<file path="config.mk">
export PLATFORM = sky130hd
export DESIGN_NAME = srhr_seq
export DESIGN_NICKNAME = d
export VERILOG_FILES = /design/src/hw/srhr_pkg.sv /design/src/hw/srhr_seq.sv
export SDC_FILE = /design/constraint.sdc
export NUM_CORES = 1
export LEC_CHECK = 0
export BUFFER_PORTS_ARGS = -buffer_cell sky130_fd_sc_hd__buf_2
export CAP_MARGIN = 40
export CORE_MARGIN = 2
export CORE_UTILIZATION = 45
export DETAILED_ROUTE_END_ITERATION = 6
export PLACE_DENSITY = 0.76
export SYNTH_ARGS = -nofsm -noshare
export SYNTH_HDL_FRONTEND = slang
export SYNTH_SLANG_ARGS = --single-unit
</file>
<file path="constraint.sdc">
create_clock -name clk_in -period 2.1 [get_ports clk_in]
set_clock_uncertainty 0.05 [all_clocks]
set_input_delay 0.105 -clock clk_in [delete_from_list [all_inputs] [get_ports clk_in]]
set_output_delay 0.105 -clock clk_in [all_outputs]
set_load 0.02 [all_outputs]
</file>
<file path="src/hw/srhr_pkg.sv">
// Package for the swapped-role hard reset sequencer.
// Assumes a 100 MHz clock; interval counts are reloadable defaults.
package srhr_pkg;

  localparam int unsigned CLK_PERIOD_NS = 10;
  localparam int unsigned CNT_W         = 24;

  // Default intervals in microseconds, overridable by config ports
  localparam int unsigned SWAP_RECOVERY_INTERVAL_US = 500;
  localparam int unsigned SAFE_ZERO_TIMEOUT_US      = 650;
  localparam int unsigned SOURCE_TURN_ON_TIME_US    = 275;

  localparam logic [CNT_W-1:0] SWAP_RECOVERY_CYCLES =
    CNT_W'(SWAP_RECOVERY_INTERVAL_US * 1000 / CLK_PERIOD_NS);
  localparam logic [CNT_W-1:0] SAFE_ZERO_CYCLES =
    CNT_W'(SAFE_ZERO_TIMEOUT_US * 1000 / CLK_PERIOD_NS);
  localparam logic [CNT_W-1:0] SOURCE_TURN_ON_CYCLES =
    CNT_W'(SOURCE_TURN_ON_TIME_US * 1000 / CLK_PERIOD_NS);

  typedef enum logic {
    SRHR_ROLE_SINK   = 1'b0,
    SRHR_ROLE_SOURCE = 1'b1
  } srhr_role_t;

  // Interval cycle counts
  typedef struct packed {
    logic [CNT_W-1:0] swap_recovery;
    logic [CNT_W-1:0] safe_zero;
    logic [CNT_W-1:0] source_turn_on;
  } srhr_cfg_t;

  // Power supply controls
  typedef struct packed {
    logic source_en;
    logic sink_en;
    logic current_limit;
  } srhr_supply_t;

endpackage

</file>
<file path="src/hw/srhr_seq.sv">
// Hard reset sequencer for a port whose power role is swapped.
// Assumes inputs synchronous to clk_in; supply reports vbus levels.
//
// Contract
// - Initiating new source signals reset, stops sourcing
// - Old source off, back to sink by timeout
// - Received reset: wait swap recovery, then source
// - No message: self-initiate, wait recovery, source (reset_tx_out is not pulsed for msg_timeout_in)
// - No safe five volt before bus safe zero
// - Reach safe five volt within turn-on time
// - Native source returns source, native sink returns sink
// - Returning sink limits load to default current
`timescale 1ns/10ps

module srhr_seq (
  // Clock and reset
  input  wire logic                  clk_in,
  input  wire logic                  rst_n_in,
  // Port identity and configuration
  input  wire srhr_pkg::srhr_role_t  native_role_in,
  input  wire srhr_pkg::srhr_cfg_t   cfg_in,
  // Policy engine events
  input  wire logic                  swapped_in,
  input  wire logic                  start_reset_in,
  input  wire logic                  reset_rx_in,
  input  wire logic                  msg_timeout_in,
  // Bus voltage status
  input  wire logic                  vbus_safe_zero_in,
  input  wire logic                  vbus_safe_five_in,
  // Outputs
  output logic                       reset_tx_out,
  output srhr_pkg::srhr_supply_t     supply_out,
  output srhr_pkg::srhr_role_t       role_out,
  output logic                       busy_out,
  output logic                       timeout_err_out
);
  import srhr_pkg::*;

  typedef enum logic [2:0] {
    SRHR_IDLE,
    SRHR_SRC_OFF,
    SRHR_SWAP_WAIT,
    SRHR_ZERO_WAIT,
    SRHR_RAMP
  } srhr_state_t;

  srhr_state_t      state;
  logic [CNT_W-1:0] cnt;
  logic             cnt_done;
  logic             is_new_source;
  logic             is_new_sink;
  logic             take_src;
  logic             take_snk;
  logic             src_off_expired;
  logic             ramp_expired;

  // Opposite power role, shown while roles stay swapped
  function automatic srhr_role_t srhr_other_role(input srhr_role_t role);
    return (role == SRHR_ROLE_SINK) ? SRHR_ROLE_SOURCE : SRHR_ROLE_SINK;
  endfunction

  // Packs one set of supply controls
  function automatic srhr_supply_t srhr_supply(input logic src, input logic snk, input logic lim);
    srhr_supply_t s;
    s.source_en     = src;
    s.sink_en       = snk;
    s.current_limit = lim;
    return s;
  endfunction

  assign cnt_done        = (cnt == '0);
  assign is_new_source   = swapped_in && (native_role_in == SRHR_ROLE_SINK);
  assign is_new_sink     = swapped_in && (native_role_in == SRHR_ROLE_SOURCE);
  assign busy_out        = (state != SRHR_IDLE);
  // Events while busy are dropped, not queued
  assign take_src        = !busy_out && is_new_source && (start_reset_in || reset_rx_in);
  assign take_snk        = !busy_out && is_new_sink && (reset_rx_in || start_reset_in || msg_timeout_in);
  assign src_off_expired = (state == SRHR_SRC_OFF) && cnt_done && !vbus_safe_zero_in;
  assign ramp_expired    = (state == SRHR_RAMP) && cnt_done && !vbus_safe_five_in;

  // Sequence state
  always_ff @(posedge clk_in or negedge rst_n_in) begin
    if (!rst_n_in) begin
      state <= SRHR_IDLE;
    end else begin
      unique case (state)
        SRHR_IDLE: begin
          if (take_src) begin
            state <= SRHR_SRC_OFF;
          end else if (take_snk) begin
            state <= SRHR_SWAP_WAIT;
          end
        end
        SRHR_SRC_OFF: begin
          // Sink operation reached once bus is safe or timeout expires
          if (vbus_safe_zero_in || cnt_done) begin
            state <= SRHR_IDLE;
          end
        end
        SRHR_SWAP_WAIT: begin
          if (cnt_done) begin
            state <= SRHR_ZERO_WAIT;
          end
        end
        SRHR_ZERO_WAIT: begin
          // No bound here: bus discharge is the far port's duty
          if (vbus_safe_zero_in) begin
            state <= SRHR_RAMP;
          end
        end
        SRHR_RAMP: begin
          if (vbus_safe_five_in || cnt_done) begin
            state <= SRHR_IDLE;
          end
        end
        default: begin
          state <= SRHR_IDLE;
        end
      endcase
    end
  end

  // Interval counter, loaded on entry to each timed step
  always_ff @(posedge clk_in or negedge rst_n_in) begin
    if (!rst_n_in) begin
      cnt <= '0;
    end else begin
      unique case (state)
        SRHR_IDLE: begin
          if (take_src) begin
            cnt <= cfg_in.safe_zero;
          end else if (take_snk) begin
            cnt <= cfg_in.swap_recovery;
          end
        end
        SRHR_ZERO_WAIT: begin
          if (vbus_safe_zero_in) begin
            cnt <= cfg_in.source_turn_on;
          end
        end
        SRHR_SRC_OFF, SRHR_SWAP_WAIT, SRHR_RAMP: begin
          // Holds at zero so a late bus event cannot wrap it
          if (!cnt_done) begin
            cnt <= cnt - CNT_W'(1);
          end
        end
        default: begin
          cnt <= '0;
        end
      endcase
    end
  end

  // Reset signaling pulse, also sent when only attempted
  // Partner may never see it; the sequence goes on regardless
  always_ff @(posedge clk_in or negedge rst_n_in) begin
    if (!rst_n_in) begin
      reset_tx_out <= 1'b0;
    end else begin
      reset_tx_out <= (state == SRHR_IDLE) && start_reset_in && swapped_in;
    end
  end

  // Sticky error when turn-on or safe-zero window ran out
  // Set wins over a clear in the same cycle
  always_ff @(posedge clk_in or negedge rst_n_in) begin
    if (!rst_n_in) begin
      timeout_err_out <= 1'b0;
    end else if (ramp_expired) begin
      timeout_err_out <= 1'b1;
    end else if (src_off_expired) begin
      timeout_err_out <= 1'b1;
    end else if (start_reset_in || reset_rx_in) begin
      timeout_err_out <= 1'b0;
    end
  end

  // Supply controls and role from flops
  always_ff @(posedge clk_in or negedge rst_n_in) begin
    if (!rst_n_in) begin
      supply_out <= '0;
      role_out   <= SRHR_ROLE_SINK;
    end else begin
      unique case (state)
        SRHR_IDLE: begin
          // Idle follows the swapped role only while the swap stands
          if (busy_out || !swapped_in) begin
            role_out <= native_role_in;
          end else begin
            role_out <= srhr_other_role(native_role_in);
          end
          supply_out.source_en     <= (role_out == SRHR_ROLE_SOURCE) && !(is_new_source && start_reset_in);
          supply_out.sink_en       <= (role_out == SRHR_ROLE_SINK);
          supply_out.current_limit <= 1'b0;
        end
        SRHR_SRC_OFF: begin
          role_out                 <= SRHR_ROLE_SINK;
          supply_out.source_en     <= 1'b0;
          supply_out.sink_en       <= 1'b1;
          supply_out.current_limit <= 1'b1;
        end
        SRHR_SWAP_WAIT, SRHR_ZERO_WAIT: begin
          role_out                 <= SRHR_ROLE_SOURCE;
          supply_out.source_en     <= 1'b0;
          supply_out.sink_en       <= 1'b0;
          supply_out.current_limit <= 1'b0;
        end
        SRHR_RAMP: begin
          role_out                 <= SRHR_ROLE_SOURCE;
          supply_out.source_en     <= 1'b1;
          supply_out.sink_en       <= 1'b0;
          supply_out.current_limit <= 1'b0;
        end
        default: begin
          supply_out <= srhr_supply(1'b0, 1'b0, 1'b0);
        end
      endcase
    end
  end

endmodule

</file>
* Yosys cells after proc, flatten, opt, wreduce, memory -nomap -nowiden
Index checks and enable logic that the tools add are counted.
** Storage, ports and cells
- Latch bits :: 0
- ROM bits :: 0
- Word-level logic and storage cells :: 73
- Bits in writable memories :: 0
- Memories :: 0
- Bits in registers :: 33
** Cells by class
- Shift operators :: 0
- Div/mod/pow operators :: 0
- Reduce and logical (&&, ||, !) cells :: 33
- Muxes and demuxes :: 19
- Multipliers :: 0
- Bitwise gates (word level) :: 2
- $lt $le $gt $ge :: 0
- Equality and inequality tests :: 10
- $add $sub $neg :: 1
** Operators with widths (count)
- 24-bit two-way mux :: 4
- 24-bit case mux with 3 select lines :: 1
- 24-bit zero test :: 1
- 24-bit by 1-bit subtractor with 24-bit output (second input constant) :: 1
- 3-bit two-way mux :: 6
- 3-bit case mux with 5 select lines :: 1
- 1-bit logical AND :: 14
- 3-bit case mux with 3 select lines :: 1
- 3-bit nonzero test :: 3
- 3-bit by 2-bit == test with 1-bit output (second input constant) :: 2
- 2-bit != test (second input constant) :: 3
- 3-bit OR reduction :: 2
- 1-bit zero test :: 5
- 1-bit logical OR :: 5
- 1-bit two-way mux :: 5
- 5-bit AND reduction :: 1
- 2-bit by 1-bit != test with 1-bit output (second input constant) :: 2
- 3-bit by 1-bit == test with 1-bit output (second input constant) :: 1
- 3-bit == test (second input constant) :: 1
- 3-bit zero test :: 1
- 3-bit != test (second input constant) :: 1
- 1-bit case mux with 3 select lines :: 1
- 3-bit AND reduction :: 1
- 1-bit inverter :: 2

* Longest topological paths before layout
- Word-level depth :: 7
- Mapped depth :: 7
- Depth with buffers taken out :: 7

* Least setup slack after synthesis
Ideal clock, no wire load.
- Path type :: register -> register
- Start :: register cnt[12]
- End :: register cnt[23]
- Data required time :: 1.910 ns
- Stages on the path, launching flop included :: 7
- Slack :: -0.058 ns
- Data arrival time :: 1.968 ns
- Buffers on the path :: 1
- Clock period less this slack :: 2.158 ns
- Cell sequence :: dfrtp_1 nor4_4 nand4b_4 or2_1 o311ai_4 buf_6 o221ai_2
** On the way
- Cells in the longest elaborated chain, start to end :: 3
- Elaborated cells between the ends (all ways) :: 6
- Those cells by class :: 1 x add/sub; 1 x eq/ne; 2 x mux; 2 x reduce/logical
** RTL lines
- from (decl) :: line srhr_seq.sv:48 : logic [CNT_W-1:0] cnt;
- from (signal assigned) :: line srhr_seq.sv:131 : cnt <= cfg_in.safe_zero;
- from (signal assigned) :: line srhr_seq.sv:133 : cnt <= cfg_in.swap_recovery;
- from (signal assigned) :: line srhr_seq.sv:138 : cnt <= cfg_in.source_turn_on;
- 24-bit by 1-bit subtractor with 24-bit output / 24-bit zero test (equally long branches) :: line srhr_seq.sv:144, srhr_seq.sv:71
- 24-bit two-way mux / 2-bit != test (equally long branches)
- 24-bit case mux with 3 select lines / 3-bit AND reduction (equally long branches)
Several ways; a longest one is shown, not always the timed one. The select of a mux whose other input is x is not followed.
A chain may end at the register's enable or synchronous reset.

* Worst setup path after layout
- Start :: register cnt[5]
- End :: register cnt[23]
The elaborated chain is that of the path after synthesis.

==> summary.md <==
| Metric | Value |
|---|---|
| HPWL after DPL | 6340 µm |
| Crit-path max FO | 5 |
| PortBufs | 87 |
| DRT Pass-1 Iters | 5 |
| Vias after detailed routing | 3230 |
| Post-Syn Instances | around 300 |
| Crit. End Element | flip-flop |
| Core area | roughly 5500 µm² |
| Overall Power | between 6 and 7 mW |
| H-tree Lvls | 2 |
| DR DRC count | 0 |
| Vias in the first global route | between 2k and 3k |
| VDD IR-drop max | 0.000920 V |
| Post-Synthesis Cell Area | around 2600 µm² |
| Reg2Reg Setup Slack | -110 ps |
| Hold path start | vbus_safe_zero_in |
| Hold path depth | 3 |
| Vias per cell | between 6 and 7 |
| Failing checks | setup timing |
| Min Tclk post-route | 2210 ps |
| Max-slew violation count | 0 |
| Critical Path Most Common Cell | buf_4 |
| Die ar. | around 6300 µm² |
| Post-DRT Antenna Nets | 0 |
| RR Endpoint | cnt[23] |
| Yosys warnings | 0 |
| Main synth FF type | dfrtp_1 |
| Total Routing Usage GR | between 20% and 30% |
| R2r worst-path depth | 9 |
| Post-synth EDFFs | 0 |
| Per-cell routed wire length | 18.8 µm |
| Max Cap Viol | 0 |
| Mapped Nets | 379 |
| Row count | 27 |
| Ys async rst share | 100% |
| Crit path DAT | 2330 ps |
| Critical path class | flip-flop to flip-flop |
| Final #Nets | about 520 |
| Final setup margin | -114 ps |
| CTS Root Cell | clkbuf_8 |
| P&R area growth vs syn | 50.1% |
| Routed WL | about 9500 µm |
| Final period util | 105% |
| CP Cell Sequence | nor4_2, buf_4, buf_4, buf_4, nand2_1, o311ai_4, buf_6, buf_12, o221ai_2 |
| FF+latch count, synth | 33 |
| Share of layout cells above drive strength 1 | between 40% and 50% |
| RSZ-0062 raised after global routing | yes |
| Clock Latency Late Sink | about 300 ps |
| Synth Area per Inst | ~8.7 µm² |
| Crit-path slowest cell | dfrtp_1 |
| Power per cell area | between 1500 and 2000 nW/µm² |
| Largest net degree at the start of global routing | 34 |
| Startpoint types | flip-flop |
| Max Fclk | roughly 450 MHz |
| Max_slew headroom | 47.4% |
| Pleak | around 1.7 nW |
| IO Pins | 88 |
| CTS tree | yes |
| Final Hold Viols | 0 |
| GPL Wtd Cong | slightly above 0.9 |
| Clock slew at reported path FFs | 80 ps |
| Cell variety after synth | 59 |
| Worst endpoint required time | roughly 2200 ps |
| ANT cells | 0 |
| DR iter-0 viols | 391 |
| Overflow after GRT | 0 |
| CTS sink cnt | 33 |
| Initial antenna violation count | 0 |
| Seq/Total Area, Yosys | roughly 32% |
| Global-route wire length before repair | ~14000 µm |
| Die H | 79.7 µm |
| Crit path max-delay family | buffers and inverters |
| Post-layout util | a little over two thirds |
| Hold Crit Class | input pin to flip-flop |
| Initial Util | a little under half |
| Final setup viols | 24 |
| Worst path max stage delay | about 430 ps |
| CTS max path bufs | 2 |
| Die width | 79.7 µm |
| Status | finished with violations |
| Slew at the pin with the worst max-slew slack | 788 ps |
| Worst R2R Start | cnt[5] |
| Total CTS buffers | 5 |
| Hold EP | state[1] |
| Worst Path Buf+Inv | 5 |
[routing by layer]
metal	track usage, %	part of all wire [%]	wire (µm)
met1	35.1	39	3760
met5	0	0	0
met3	4.30	8.6	818
met4	9.31	3.5	334
met2	47.5	49	4640
[cell usage in the layout (no fill, tap or decap), types with 3 or more instances in the layout]
cell and n:
clkbuf_8 6, o21ai_2 9, nand2b_1 4, nor2_1 23
a222oi_1 7, dfrtp_2 3, inv_1 5, buf_2 87
buf_6 7, dfrtp_1 30, or3_1 3, nand3_1 8
nor3_1 16, mux2_2 19, o31ai_1 4, o21ai_0 8
a221oi_1 12, o21ai_1 4, buf_12 3, nand2_1 30
o22ai_1 6, buf_4 48, o22ai_2 5, a21oi_1 8
o211ai_1 7, a211oi_1 3, nor4_1 9
[worst max-delay path by stage]
| stage | from | endpoint | slack, ps | cells past startpoint |
|---|---|---|---|---|
| floorplan | cnt[13] | cnt[23] | 40 | 6 |
| global placement | state[0] | cnt[2] | 60 | 7 |
| detailed placement | cnt[15] | cnt[20] | 30 | 6 |
| CTS | cnt[15] | cnt[20] | 20 | 6 |
| global route | cnt[12] | cnt[23] | -170 | 7 |
| finish | cnt[5] | cnt[23] | -110 | 9 |
[tightest hold or removal path: stages]
cell and delay, ps:
buf_2 110, nand2b_1 100, a21oi_1 60
[logic make-up (layout without fill, tap and decap cells)]
family / Yosys count / count (layout) / share of synthesized area (%)
xor+xnor: 3 / 3 / 1.02
compound gates: 97 / 97 / 28.9
simple gates: 118 / 118 / 24.3
fa+ha+maj: 2 / 2 / 0.971
mux: 20 / 20 / 8.69
buf+inv: 23 / 162 / 4.08
flops: 33 / 33 / 32.0
[what timing repair did]
item	CTS	global route
endpoints found under the setup margin	0	25
gates resized for setup	0	40
hold buffers	2	0
buffers inserted	0	9
endpoints found under the hold margin	34	0
[report_power, final]
part / switching [mW] / internal (mW) / leakage (nW)
Clock: 0.258 / 0.387 / 0.0585
Combinational: 2.63 / 2.26 / 1.25
Sequential: 0.308 / 0.951 / 0.412
Total: 3.20 / 3.60 / 1.72
[metrics by stage]
| stage | setup WS, ps | cells | cell area (µm²) | TNS (ps) | hold slack (ps) |
|---|---|---|---|---|---|
| floorplan | 42.4 | 296 | 2580 | 0 | -241 |
| global placement | 61.6 | 484 | 3420 | 0 | 157 |
| detailed placement | 32.8 | 484 | 3420 | 0 | 168 |
| CTS | 18.8 | 494 | 3560 | 0 | 52.1 |
| global route | -166 | 507 | 3870 | -2890 | 65.9 |
| finish | -114 | 507 | 3870 | -1880 | 58.5 |
[cells in the mapped netlist (3+ instances only)]
library cell,count,area share [%]
clkbuf_1,13,1.9
o22ai_1,11,2.7
nor2_1,24,3.5
mux2_2,19,8.3
o211ai_1,7,2.0
nand3_1,9,1.7
a221oi_1,12,4.1
dfrtp_1,33,32
o21ai_0,8,1.6
o31ai_1,5,1.5
nor4_1,10,2.4
or3_1,3,0.73
o21ai_1,13,2.5
nand2b_1,4,0.97
o311ai_0,3,1.0
nor3_1,17,3.3
a211oi_1,3,0.87
a222oi_1,7,2.7
buf_2,3,0.58
o2bb2ai_1,3,1.0
inv_1,5,0.73
a21oi_1,8,1.6
nand2_1,31,4.5
[state kept, by name, indices dropped and copies added, names as in the netlist]
name	cells
cnt	24
state	3
reset_tx_out	1
timeout_err_out	1
supply_out	3
role_out	1
[area by class of cell]
| cell class | count | area, µm² |
|---|---|---|
| clock inverter | 1 | 30.0 |
| fill | 409 | 1640 |
| inverter | 5 | 18.8 |
| timing repair buffer | 149 | 1000 |
| tap | 72 | 90.1 |
| clock buffer | 7 | 86.3 |
| multi-input combinational | 240 | 1810 |
| sequential | 33 | 830 |
Power figures use the tool's default switching activity.
